## src/hdl/rsr_pkg.sv

```systemverilog
// Constants for the special register bank and the paged nonvolatile store.
// Assumes a 50 MHz core clock and a byte-level access port fed by a serial slave engine.
package rsr_pkg;
  localparam logic [7:0] OFS_WDOG_LO = 8'h08;
  localparam logic [7:0] OFS_WDOG_HI = 8'h09;
  localparam logic [7:0] OFS_CHARGE = 8'h0A;
  localparam logic [7:0] OFS_FLAGS = 8'h0B;
  localparam logic [7:0] OFS_CONTROL = 8'h0C;
  localparam logic [7:0] OFS_LAST_REG = 8'h0C;
  localparam int BIT_OSC_HALT = 7;
  localparam int BIT_WDOG_EXP = 6;
  localparam int BIT_OSC_OFF_BAT = 7;
  localparam int BIT_WDOG_ON = 1;
  localparam int BIT_WDOG_RST = 0;
  localparam logic [3:0] CHARGE_KEY = 4'hA;
  localparam logic [7:0] CHARGE_RESET = 8'h00;
  localparam logic [1:0] DIODE_NONE = 2'h1;
  localparam logic [1:0] DIODE_ONE = 2'h2;
  localparam logic [1:0] RES_250 = 2'h1;
  localparam logic [1:0] RES_2K = 2'h2;
  localparam logic [1:0] RES_4K = 2'h3;
  localparam logic [1:0] BLK_REGS = 2'h0;
  localparam logic [1:0] BLK_NV0 = 2'h1;
  localparam logic [1:0] BLK_NV1 = 2'h2;
  localparam int NV_BYTES = 512;
  localparam int PAGE_BYTES = 8;
  localparam int CLK_HZ = 50_000_000;
  localparam longint TICK_PERIOD_US = 10_000;
  localparam int TICK_CYCLES = int'((longint'(CLK_HZ) * TICK_PERIOD_US) / 1_000_000);
  localparam int RST_PULSE_CYCLES = 8192;
  localparam int NV_PROG_CYCLES = 64;
endpackage

```

## src/hdl/rsr_tick_div.sv

```systemverilog
// Divider giving a one-cycle enable pulse every PERIOD clocks.
// Assumes one clock domain and a synchronous active-high reset.
`timescale 1ns/100ps
module rsr_tick_div #(
  parameter int PERIOD = 500_000
) (
  input wire logic core_clk,
  input wire logic sys_rst,
  output logic tick
);
  localparam int CW = $clog2(PERIOD);
  localparam logic [CW-1:0] LAST = CW'(PERIOD - 1);
  logic [CW-1:0] cnt_ff;

  always_ff @(posedge core_clk)
  begin
    if (sys_rst)
    begin
      cnt_ff <= '0;
      tick <= 1'b0;
    end
    else
    begin
      tick <= (cnt_ff == LAST);
      cnt_ff <= (cnt_ff == LAST) ? '0 : cnt_ff + 1'b1;
    end
  end
endmodule

```

## src/hdl/rsr_special_regs.sv

```systemverilog
// Special registers, watchdog counter and paged nonvolatile store of the clock chip.
// Assumes a serial slave engine on the same clock hands over address, byte and STOP pulses.
`timescale 1ns/100ps
module rsr_special_regs
  import rsr_pkg::*;
#(
  parameter int TICK_CYC = rsr_pkg::TICK_CYCLES,
  parameter int RST_CYC = rsr_pkg::RST_PULSE_CYCLES,
  parameter int PROG_CYC = rsr_pkg::NV_PROG_CYCLES
) (
  input wire logic core_clk,
  input wire logic sys_rst,
  input wire logic acc_addr_valid,
  input wire logic [1:0] acc_block,
  input wire logic [7:0] acc_word,
  input wire logic acc_wr_valid,
  input wire logic [7:0] acc_wr_data,
  input wire logic acc_rd_req,
  input wire logic acc_stop,
  output logic [7:0] acc_rd_data,
  output logic acc_rd_valid,
  output logic acc_busy,
  input wire logic osc_running,
  input wire logic on_backup_supply,
  output logic osc_enable,
  output logic reset_pin_o,
  output logic reset_pin_oe,
  output logic charge_enable,
  output logic charge_diode,
  output logic [1:0] charge_res_sel
);
  import rsr_pkg::*;

  typedef enum logic [1:0] {NV_IDLE, NV_COMMIT, NV_PROG} rsr_nv_state_t;

  logic osc_meta_ff, osc_sync_ff, osc_prev_ff;
  logic bat_meta_ff, bat_sync_ff;
  logic osc_halt_flag_ff, wdog_expired_flag_ff;
  logic osc_off_on_battery_ff, wdog_counter_on_ff, wdog_drives_reset_pin_ff;
  logic [7:0] charge_reg_ff;
  logic [15:0] wdog_cnt_ff, wdog_seed_ff;
  logic [7:0] ptr_ff;
  logic [1:0] blk_ff;
  logic [7:0] nv_mem [NV_BYTES];
  logic [7:0] page_buf_ff [PAGE_BYTES];
  logic [PAGE_BYTES-1:0] page_vld_ff;
  logic [8:0] page_base_ff;
  logic [2:0] commit_idx_ff;
  rsr_nv_state_t nv_state_ff;
  logic [$clog2(PROG_CYC+1)-1:0] prog_cnt_ff;
  logic [$clog2(RST_CYC+1)-1:0] rst_cnt_ff;
  logic osc_enable_prev_ff;
  logic tick;
  logic wdog_expire;
  logic wr_reg, rd_reg, wr_nv, rd_nv;
  logic flag_write;
  logic [8:0] nv_addr;
  logic [7:0] reg_rdata;

  // Packed BCD countdown of four digits, used on each tick while the watchdog counter is on and not zero, unless that cycle reloads it
  function automatic logic [15:0] bcd_dec(input logic [15:0] v);
    logic [15:0] r;
    logic borrow;
    r = v;
    borrow = 1'b1;
    for (int d = 0; d < 4; d++)
    begin
      if (borrow)
      begin
        if (r[d*4 +: 4] == 4'h0)
          r[d*4 +: 4] = 4'h9;
        else
        begin
          r[d*4 +: 4] = r[d*4 +: 4] - 4'h1;
          borrow = 1'b0;
        end
      end
    end
    return r;
  endfunction

  rsr_tick_div #(
    .PERIOD(TICK_CYC)
  ) u_tick (
    .core_clk(core_clk),
    .sys_rst(sys_rst),
    .tick(tick)
  );

  // Pin-side levels pass two flops before anything looks at them
  always_ff @(posedge core_clk)
  begin
    if (sys_rst)
    begin
      osc_meta_ff <= 1'b0;
      osc_sync_ff <= 1'b0;
      osc_prev_ff <= 1'b0;
      bat_meta_ff <= 1'b0;
      bat_sync_ff <= 1'b0;
    end
    else
    begin
      osc_meta_ff <= osc_running;
      osc_sync_ff <= osc_meta_ff;
      osc_prev_ff <= osc_sync_ff;
      bat_meta_ff <= on_backup_supply;
      bat_sync_ff <= bat_meta_ff;
    end
  end

  // Access is refused during the reset pulse and the nonvolatile write cycle
  assign wr_reg = acc_wr_valid && !acc_busy && blk_ff == BLK_REGS;
  assign rd_reg = acc_rd_req && !acc_busy && blk_ff == BLK_REGS;
  assign wr_nv = acc_wr_valid && !acc_busy && (blk_ff == BLK_NV0 || blk_ff == BLK_NV1);
  assign rd_nv = acc_rd_req && !acc_busy && (blk_ff == BLK_NV0 || blk_ff == BLK_NV1);
  assign nv_addr = {blk_ff == BLK_NV1, ptr_ff};
  assign flag_write = wr_reg && ptr_ff == OFS_FLAGS;

  // Address pointer; register block wraps after its last register
  always_ff @(posedge core_clk)
  begin
    if (sys_rst)
    begin
      ptr_ff <= 8'h00;
      blk_ff <= BLK_REGS;
    end
    else if (acc_addr_valid && !acc_busy)
    begin
      ptr_ff <= acc_word;
      blk_ff <= acc_block;
    end
    else if (wr_reg || rd_reg)
      ptr_ff <= (ptr_ff >= OFS_LAST_REG) ? 8'h00 : ptr_ff + 8'h01;
    else if (rd_nv)
      ptr_ff <= ptr_ff + 8'h01;
    else if (wr_nv)
      ptr_ff <= {ptr_ff[7:3], ptr_ff[2:0] + 3'h1};
  end

  // Oscillator gate on backup power
  always_ff @(posedge core_clk)
  begin
    if (sys_rst)
    begin
      osc_enable <= 1'b1;
      osc_enable_prev_ff <= 1'b1;
    end
    else
    begin
      osc_enable <= !(osc_off_on_battery_ff && bat_sync_ff);
      osc_enable_prev_ff <= osc_enable;
    end
  end

  // Sticky flags: the set term is applied after the clear so an event is never lost
  always_ff @(posedge core_clk)
  begin
    if (sys_rst)
    begin
      osc_halt_flag_ff <= 1'b1;
      wdog_expired_flag_ff <= 1'b0;
    end
    else
    begin
      if (flag_write && !acc_wr_data[BIT_OSC_HALT])
        osc_halt_flag_ff <= 1'b0;
      if (flag_write && !acc_wr_data[BIT_WDOG_EXP])
        wdog_expired_flag_ff <= 1'b0;
      if ((osc_prev_ff && !osc_sync_ff) || (osc_enable_prev_ff && !osc_enable))
        osc_halt_flag_ff <= 1'b1;
      if (wdog_expire)
        wdog_expired_flag_ff <= 1'b1;
    end
  end

  // Control bits; unlisted bits have no storage
  always_ff @(posedge core_clk)
  begin
    if (sys_rst)
    begin
      osc_off_on_battery_ff <= 1'b0;
      wdog_counter_on_ff <= 1'b0;
      wdog_drives_reset_pin_ff <= 1'b0;
    end
    else if (wr_reg && ptr_ff == OFS_CONTROL)
    begin
      osc_off_on_battery_ff <= acc_wr_data[BIT_OSC_OFF_BAT];
      wdog_counter_on_ff <= acc_wr_data[BIT_WDOG_ON];
      wdog_drives_reset_pin_ff <= acc_wr_data[BIT_WDOG_RST];
    end
  end

  // Charger select register and decoded charger drive
  always_ff @(posedge core_clk)
  begin
    if (sys_rst)
      charge_reg_ff <= CHARGE_RESET;
    else if (wr_reg && ptr_ff == OFS_CHARGE)
      charge_reg_ff <= acc_wr_data;
  end

  always_ff @(posedge core_clk)
  begin
    if (sys_rst)
    begin
      charge_enable <= 1'b0;
      charge_diode <= 1'b0;
      charge_res_sel <= 2'h0;
    end
    else
    begin
      charge_enable <= charge_reg_ff[7:4] == CHARGE_KEY
        && (charge_reg_ff[3:2] == DIODE_NONE || charge_reg_ff[3:2] == DIODE_ONE)
        && charge_reg_ff[1:0] != 2'h0;
      charge_diode <= charge_reg_ff[3:2] == DIODE_ONE;
      charge_res_sel <= charge_reg_ff[1:0];
    end
  end

  // Watchdog: only an access that reloads the counter may cancel expiry, else it is lost
  assign wdog_expire = tick && wdog_counter_on_ff && wdog_cnt_ff == 16'h0001
    && !((wr_reg || rd_reg) && (ptr_ff == OFS_WDOG_LO || ptr_ff == OFS_WDOG_HI));

  always_ff @(posedge core_clk)
  begin
    if (sys_rst)
    begin
      wdog_cnt_ff <= 16'h0000;
      wdog_seed_ff <= 16'h0000;
    end
    else if (wr_reg && ptr_ff == OFS_WDOG_LO)
    begin
      wdog_cnt_ff <= {wdog_seed_ff[15:8], acc_wr_data};
      wdog_seed_ff <= {wdog_seed_ff[15:8], acc_wr_data};
    end
    else if (wr_reg && ptr_ff == OFS_WDOG_HI)
    begin
      wdog_cnt_ff <= {acc_wr_data, wdog_seed_ff[7:0]};
      wdog_seed_ff <= {acc_wr_data, wdog_seed_ff[7:0]};
    end
    else if (rd_reg && (ptr_ff == OFS_WDOG_LO || ptr_ff == OFS_WDOG_HI) && wdog_counter_on_ff)
      wdog_cnt_ff <= wdog_seed_ff;
    else if (tick && wdog_counter_on_ff && wdog_cnt_ff != 16'h0000)
      wdog_cnt_ff <= bcd_dec(wdog_cnt_ff);
  end

  // Open-drain reset pin; output level is always low, the enable makes the pulse
  always_ff @(posedge core_clk)
  begin
    if (sys_rst)
    begin
      rst_cnt_ff <= '0;
      reset_pin_oe <= 1'b0;
      reset_pin_o <= 1'b0;
    end
    else
    begin
      reset_pin_o <= 1'b0;
      if (wdog_expire && wdog_drives_reset_pin_ff)
      begin
        rst_cnt_ff <= ($bits(rst_cnt_ff))'(RST_CYC);
        reset_pin_oe <= 1'b1;
      end
      else if (rst_cnt_ff != '0)
      begin
        rst_cnt_ff <= rst_cnt_ff - 1'b1;
        reset_pin_oe <= rst_cnt_ff != ($bits(rst_cnt_ff))'(1);
      end
    end
  end

  // Page buffer: base taken from the first data byte, slot from low pointer bits
  always_ff @(posedge core_clk)
  begin
    if (sys_rst)
    begin
      page_vld_ff <= '0;
      page_base_ff <= 9'h000;
      for (int i = 0; i < PAGE_BYTES; i++)
        page_buf_ff[i] <= 8'h00;
    end
    else if (nv_state_ff == NV_PROG && prog_cnt_ff == '0)
      page_vld_ff <= '0;
    else if (wr_nv)
    begin
      if (page_vld_ff == '0)
        page_base_ff <= {nv_addr[8:3], 3'h0};
      page_buf_ff[ptr_ff[2:0]] <= acc_wr_data;
      page_vld_ff[ptr_ff[2:0]] <= 1'b1;
    end
  end

  // Commit after STOP: unwritten bytes of the page keep their contents
  always_ff @(posedge core_clk)
  begin
    if (sys_rst)
    begin
      nv_state_ff <= NV_IDLE;
      commit_idx_ff <= 3'h0;
      prog_cnt_ff <= '0;
    end
    else
    begin
      unique case (nv_state_ff)
        NV_IDLE:
        begin
          commit_idx_ff <= 3'h0;
          if (acc_stop && page_vld_ff != '0)
            nv_state_ff <= NV_COMMIT;
        end
        NV_COMMIT:
        begin
          commit_idx_ff <= commit_idx_ff + 3'h1;
          if (commit_idx_ff == 3'(PAGE_BYTES - 1))
          begin
            nv_state_ff <= NV_PROG;
            prog_cnt_ff <= ($bits(prog_cnt_ff))'(PROG_CYC);
          end
        end
        NV_PROG:
        begin
          if (prog_cnt_ff == '0)
            nv_state_ff <= NV_IDLE;
          else
            prog_cnt_ff <= prog_cnt_ff - 1'b1;
        end
      endcase
    end
  end

  // Array has no reset so it maps onto memory
  always_ff @(posedge core_clk)
  begin
    if (nv_state_ff == NV_COMMIT && page_vld_ff[commit_idx_ff])
      nv_mem[{page_base_ff[8:3], commit_idx_ff}] <= page_buf_ff[commit_idx_ff];
  end

  always_comb
  begin
    reg_rdata = 8'h00;
    unique case (ptr_ff)
      OFS_WDOG_LO: reg_rdata = wdog_cnt_ff[7:0];
      OFS_WDOG_HI: reg_rdata = wdog_cnt_ff[15:8];
      OFS_CHARGE: reg_rdata = charge_reg_ff;
      OFS_FLAGS: reg_rdata = {osc_halt_flag_ff, wdog_expired_flag_ff, 6'h00};
      OFS_CONTROL: reg_rdata = {osc_off_on_battery_ff, 5'h00, wdog_counter_on_ff,
        wdog_drives_reset_pin_ff};
      default: reg_rdata = 8'h00;
    endcase
  end

  // Read answer one cycle after the request; unmapped block reads zero
  always_ff @(posedge core_clk)
  begin
    if (sys_rst)
    begin
      acc_rd_data <= 8'h00;
      acc_rd_valid <= 1'b0;
      acc_busy <= 1'b0;
    end
    else
    begin
      acc_rd_valid <= acc_rd_req && !acc_busy;
      if (rd_reg)
        acc_rd_data <= reg_rdata;
      else if (rd_nv)
        acc_rd_data <= nv_mem[nv_addr];
      else if (acc_rd_req && !acc_busy)
        acc_rd_data <= 8'h00;
      acc_busy <= (nv_state_ff != NV_IDLE && !(nv_state_ff == NV_PROG && prog_cnt_ff == '0))
        || (acc_stop && page_vld_ff != '0 && nv_state_ff == NV_IDLE)
        || (wdog_expire && wdog_drives_reset_pin_ff)
        || (rst_cnt_ff > ($bits(rst_cnt_ff))'(1));
    end
  end
endmodule

```

## config.mk

```make
export PLATFORM = sky130hd
export DESIGN_NAME = rsr_special_regs
export DESIGN_NICKNAME = d
export VERILOG_FILES = /design/src/hdl/rsr_pkg.sv /design/src/hdl/rsr_tick_div.sv /design/src/hdl/rsr_special_regs.sv
export SDC_FILE = /design/constraint.sdc
export NUM_CORES = 2
export LEC_CHECK = 0
export BUFFER_PORTS_ARGS = -buffer_cell sky130_fd_sc_hd__buf_2
export CAP_MARGIN = 20
export CORE_MARGIN = 1
export CORE_UTILIZATION = 25
export CTS_CLUSTER_SIZE = 16
export DETAILED_ROUTE_END_ITERATION = 6
export SYNTH_ARGS = -nofsm -noshare
export SYNTH_HDL_FRONTEND = slang
export SYNTH_HIERARCHICAL = 1
export SYNTH_MEMORY_MAX_BITS = 65536
export SYNTH_SLANG_ARGS = --single-unit
```

## constraint.sdc

```tcl
create_clock -name core_clk -period 5.6 [get_ports core_clk]
set_input_delay 1.12 -clock core_clk [delete_from_list [all_inputs] [get_ports core_clk]]
set_output_delay 1.12 -clock core_clk [all_outputs]
set_load 0.01 [all_outputs]
```

Yosys cells after proc, flatten, opt, wreduce, memory -nomap -nowiden

Memory sizes are Yosys's and may differ from the RTL's. A register that Yosys moved wholly into a read port is not among the register bits.
Index checks and enable logic that the tools add are counted.

Bits in writable memories: 4160
Word-level logic and storage cells: 235
Input port bits: 26
Memories kept: 2
Register bits: 137
Output and inout bits: 17

Memory list:

| memory      | depth | bits a word | read ports | clocked after Yosys merged registers in | write ports | line                   | RTL |
|---|---|---|---|---|---|---|---|
| nv_mem      | 512   | 8           | 1          | 0                                       | 1           | rsr_special_regs.sv:44 | `logic [7:0] nv_mem [NV_BYTES];` |
| page_buf_ff | 8     | 8           | 1          | 1                                       | 8           | rsr_special_regs.sv:45 | `logic [7:0] page_buf_ff [PAGE_BYTES];` |

Mux-type cells: 72
Reductions and logical operators: 85
Equality and inequality tests: 20
Bitwise gates (word level): 3
$lt $le $gt $ge: 5
Add/sub/neg operators: 10

Operator list:

| kind                                                            | number |
|---|---|
| two-way mux 8 bit                                               | 9 |
| two-way mux 16 bit                                              | 4 |
| equality test 8 x 4 -> 1 bit (second input constant)            | 5 |
| one-hot mux 8 bit (5 select lines)                              | 1 |
| two-way mux 1 bit                                               | 35 |
| logical AND 1 bit                                               | 33 |
| two-way mux 14 bit                                              | 2 |
| two-way mux 4 bit                                               | 7 |
| nonzero test 4 bit                                              | 5 |
| adder 19 x 1 -> 19 bit (second input constant)                  | 1 |
| equality test 19 bit (second input constant)                    | 1 |
| equality test 16 x 1 -> 1 bit (second input constant)           | 1 |
| zero test 4 bit                                                 | 4 |
| nonzero test 16 bit                                             | 1 |
| subtractor 4 x 1 -> 4 bit (second input constant)               | 4 |
| greater-than comparator 14 x 1 -> 1 bit (second input constant) | 1 |
| two-way mux 7 bit                                               | 2 |
| != test 14 x 1 -> 1 bit (second input constant)                 | 1 |
| one-hot mux 7 bit (2 select lines)                              | 1 |
| nonzero test 14 bit                                             | 1 |
| subtractor 14 x 1 -> 14 bit (second input constant)             | 1 |
| two-way mux 3 bit                                               | 4 |
| nonzero test 2 bit                                              | 6 |
| AND reduction 3 bit                                             | 3 |
| 29 further kinds                                                | 62 |

Longest topological paths before layout

Word-level depth: 26
Depth in mapped cells: 16
Gate-level depth less buffers: 10

Modules after synthesis

Netlist, hierarchy kept.

By module, submodules not included:

| module           | seq. area each (um2) | times used | area each (um2) | cells each |
|---|---|---|---|---|
| rsr_special_regs | 127322.1             | 1          | 167802.2        | 8265 |
| rsr_tick_div     | 400.4                | 1          | 877.1           | 98 |

Worst setup path after synthesis

OpenSTA, ideal clock, no wires.

Kind: flip-flop to flip-flop
From: register with a tool-made name
To: memory nv_mem[0][0] (data pin)
Buffers on the path: 2
Period minus slack after synthesis: 5945 ps
Path slack: -345 ps
Library setup time: 911 ps
Cell stages (with the launch flop): 5
Data required time: 4689 ps
Data arrival time: 5035 ps
Path through: dfxtp_1 clkbuf_1 buf_1 mux4_2 mux2_2

RTL lines:

| what             | line |
|---|---|
| end: declaration | rsr_special_regs.sv:44 |

Final worst setup path

From: register ptr_ff[1]
To: register acc_rd_data[5]

Word-level cells in the longest chain between the ends: 3
Elaborated cells on any way between the ends: 9
Those cells by class: eq/ne (5); mux (3); memory (1)

RTL lines:

| what                                                                    | line                                             | RTL |
|---|---|---|
| start: declaration                                                      | rsr_special_regs.sv:42                           | `logic [7:0] ptr_ff;` |
| start signal: assignment                                                | rsr_special_regs.sv:129                          | `ptr_ff <= acc_word;` |
| start signal: assignment                                                | rsr_special_regs.sv:133                          | `ptr_ff <= (ptr_ff >= OFS_LAST_REG) ? 8'h00 : ptr_ff + 8'h01;` |
| start signal: assignment                                                | rsr_special_regs.sv:135                          | `ptr_ff <= ptr_ff + 8'h01;` |
| memory (512 x 8 bit) or equality test 8 x 4 -> 1 bit (tied branches)    | --                                               |  |
| two-way mux 8 bit or one-hot mux 8 bit (5 select lines) (tied branches) | rsr_special_regs.sv:366, rsr_special_regs.sv:341 |  |
| two-way mux 8 bit (*)                                                   | rsr_special_regs.sv:364                          | `if (rd_reg)` |
| end signal: assignment                                                  | rsr_special_regs.sv:365                          | `acc_rd_data <= reg_rdata;` |
| end signal: assignment                                                  | rsr_special_regs.sv:367                          | `acc_rd_data <= nv_mem[nv_addr];` |
| end: declaration                                                        | rsr_special_regs.sv:20                           | `output logic [7:0] acc_rd_data,` |

Mark *: on every way between the ends. The rest lies on a longest branch, timed or not.
A chain may end at the register's enable or synchronous reset.

==> results.toml <==
[sta]
min_period_over_period_pct = 92.6
finalHoldViolations = 0
skew_ns = 0.0988
fin_hold_ws_ns = 0.350
rsz0062_at_grt = "false"
fmax_mhz = 193
min_period_ns = 5.18
finalSetupTns_ns = 0
relSlewSlack_pct = 14.6
setup_viol = 0
timing.final.max_slew_violations = 0
worst_slew_pin_slew_ns = 1.27

[routing]
drtIter0Drc = 11400
vias = 86900
firstDrtPassIters = 7
avgViaCountPerCell = 4.84
post-route-drc-count = 16
wl_per_cell_um = 26.7
wirelength_um = 479000
ant_nets = 0

[yosys]
seq_area_frac_synth_pct = 75.7
yosys_warnings = 6
yosys.area_share.adder_pct = 0.156
yosys-top-cells-area = "edfxtp_1 (74%), mux4_2 (14%), mux2i_1 (1.9%)"
synth_async_sr_flop_share_pct = 0
ys_types = 91
avgSynthCellArea_um2 = 20.2
synth_mux_area_share_pct = 15.8
synth_common_cells = "edfxtp_1 (4160), mux4_2 (1021), nor2_1 (697)"
yosys_register_bits = 4300
synthFlopType = "edfxtp_1"
synth-simple-area-share_pct = 3.72
synthXorXnorAreaFrac_pct = 0.192
syn_nets = 8410
yosysMostFrequentCell = "edfxtp_1"
syn_inst = 8363
synth_edf_count = 4160
syn_area_mm2 = 0.169
synth_top_cell_area_share_pct = 74.1
synth_top_family_by_area = "multiplexers"
synth_compound_area_share_pct = 2.68
yosys.area.top_type = "edfxtp_1"

[worst_setup_path]
cp.arrival_ns = 6.01
start_kind = "register"
path_class = "reg2reg"
crit_path_max_fanout = 45
end_kind = "register"
cp.required_ns = 6.43

[pwr]
ir_worst_vdd_uv = 272
switchingPower_mw = 23.1
swShare_pct = 27.9
p_int_mw = 59.6
p_leak_nw = 59.4
finalPower_mw = 82.7
power_density_mw_per_mm2 = 424
clkPwrFrac_pct = 35.3
p_seq_share_pct = 44.6
power_frac_comb_pct = 20.1

[clock_tree]
clock_path_buffers = 4
cts_hold_buffers = 0
clkTransAtPathRegs_ns = 0.06
clkLatencyLatePin_ns = 1.02
cts.repair.resized = 0
cts-buffers-inserted = 437
post_cts_buffers = 0
cts.sinks = 4300
cts-htree-levels = 5
cts_tree = "done"
cts_root_buf = "clkbuf_16"

[worst_hold_path]
hp-class = "in2reg"

[status]
violations = "DRC"
run_status = "finished with violations"

[floorplanning]
ioPinCount = 43
start_util_pct = 25.1
die_h_um = 823
fp.dieW_um = 823
coreArea_mm2 = 0.672
dieArea_mm2 = 0.678
std_cell_rows = 301

[placed_design]
port_buffers = 41
dpl.hpwl_um = 287000
place_area_mm2 = 0.181
gp_congestion = 0.844

[grt]
antenna_found_initial = 38
track_usage_pct = 13.6
overflow = 0
grt_pass1_vias = 85300
grt_pass1_wl_um = 672000
grt_max_degree = 187

[final_layout]
area_delta_synth_final_pct = 15.6
drive_above_1_share_pct = 23.3
final_cell_area_mm2 = 0.195
nets = 8666

[flow_run]
drv_cap = 0
==> power by group through the flow <==
| stage | combinational (mW) | sequential, mW | clock (mW) |
|---|---|---|---|
| 5_1_grt | 17.3 | 36.9 | 30.6 |
| 3_5_place_dp | 16.6 | 37.6 | 0 |
| 2_1_floorplan | 10.7 | 37.7 | 0 |
| 4_1_cts | 16.7 | 36.9 | 29.5 |
| 3_3_place_gp | 16.5 | 37.5 | 0 |
| 6_report | 16.6 | 36.9 | 29.2 |
==> cells in the final DEF (no fill, tap or decap), types with 41 or more instances in the layout <==
cell	instances
buf_4	227
clkbuf_1	84
nor2_1	691
nand3_1	79
o22ai_1	83
nand2_1	365
clkbuf_16	442
clkinv_2	87
mux4_2	1021
nor3_1	56
dfxtp_1	133
a21oi_1	124
a221oi_1	69
buf_12	64
mux2i_1	316
o21ai_0	68
o221ai_1	45
and2_1	67
edfxtp_1	4160
bufinv_16	41
clkinv_1	99
==> stage by stage <==
step	util (%)	worst slack [ns]	std cells
4_1_cts	29.0	0.648	17900
5_1_grt	29.0	0.523	17900
2_1_floorplan	-	-0.345	8363
3_3_place_gp	26.9	0.673	17100
6_report	29.0	0.417	17900
3_5_place_dp	26.9	0.692	17100
==> routing by layer <==
layer | wire length, um | up-vias | track usage [%] | share of wire [%]
met4 | 17800 | 18 | 4.75 | 3.7
li1 | - | 35000 | - | -
met1 | 193000 | 46500 | 18.6 | 40
met5 | 309 | - | 0.212 | 0.065
met3 | 47900 | 804 | 3.12 | 10
met2 | 219000 | 4588 | 21.1 | 46
==> worst paths after layout <==
check	to	cells past startpoint	slack, ns	start
max reg2reg	acc_rd_data[5]	10	0.42	ptr_ff[1]
max	acc_rd_data[5]	10	0.42	ptr_ff[1]
min reg2reg	osc_enable	1	0.39	bat_sync_ff
min	bat_meta_ff	2	0.35	on_backup_supply
==> kinds of logic (layout without fill, tap and decap cells) <==
group | count (synthesis) | in the layout
adder cells (fa/ha/maj) | 21 | 21
AND/OR/NAND/NOR | 1448 | 1448
other | 1 | 16
flip-flops | 4300 | 4300
AO/OA/AOI/OAI | 640 | 640
XOR/XNOR | 37 | 37
multiplexers | 1371 | 1371
buffers and inverters | 545 | 1177
==> worst max-delay path, stage by stage (launching register included) <==
cell	delay, ns
dfxtp_4	0.93
inv_8	0.42
ha_1	0.40
nor2_1	0.29
nor3_2	0.14
nor2_1	0.21
a311oi_2	0.23
a22oi_1	0.72
nand3_1	0.50
nor4_1	0.98
a211oi_1	0.08
==> state kept, by name, summed over array words and instances (netlist names), 8 cells and up, named ones only <==
| signal | cells |
|---|---|
| ptr_ff | 8 |
| page_vld_ff | 8 |
| nv_mem | 4096 |
| u_tick/cnt_ff | 19 |
| page_buf_ff | 64 |
| charge_reg_ff | 8 |
| wdog_cnt_ff | 16 |
| acc_rd_data | 8 |
| wdog_seed_ff | 16 |
| rst_cnt_ff | 14 |
==> cell type report <==
| cell class | count | area, um^2 |
|---|---|---|
| Antenna cell | 15 | 37.5 |
| Inverter | 29 | 134 |
| Multi-Input combinational cell | 3518 | 38400 |
| Timing Repair Buffer | 333 | 3210 |
| Sequential cell | 4300 | 128000 |
| Fill cell | 65500 | 477000 |
| Clock buffer | 541 | 11600 |
| Clock inverter | 274 | 2690 |
| Tap cell | 8938 | 11200 |
Note: power is estimated with default switching activity, not from simulation.
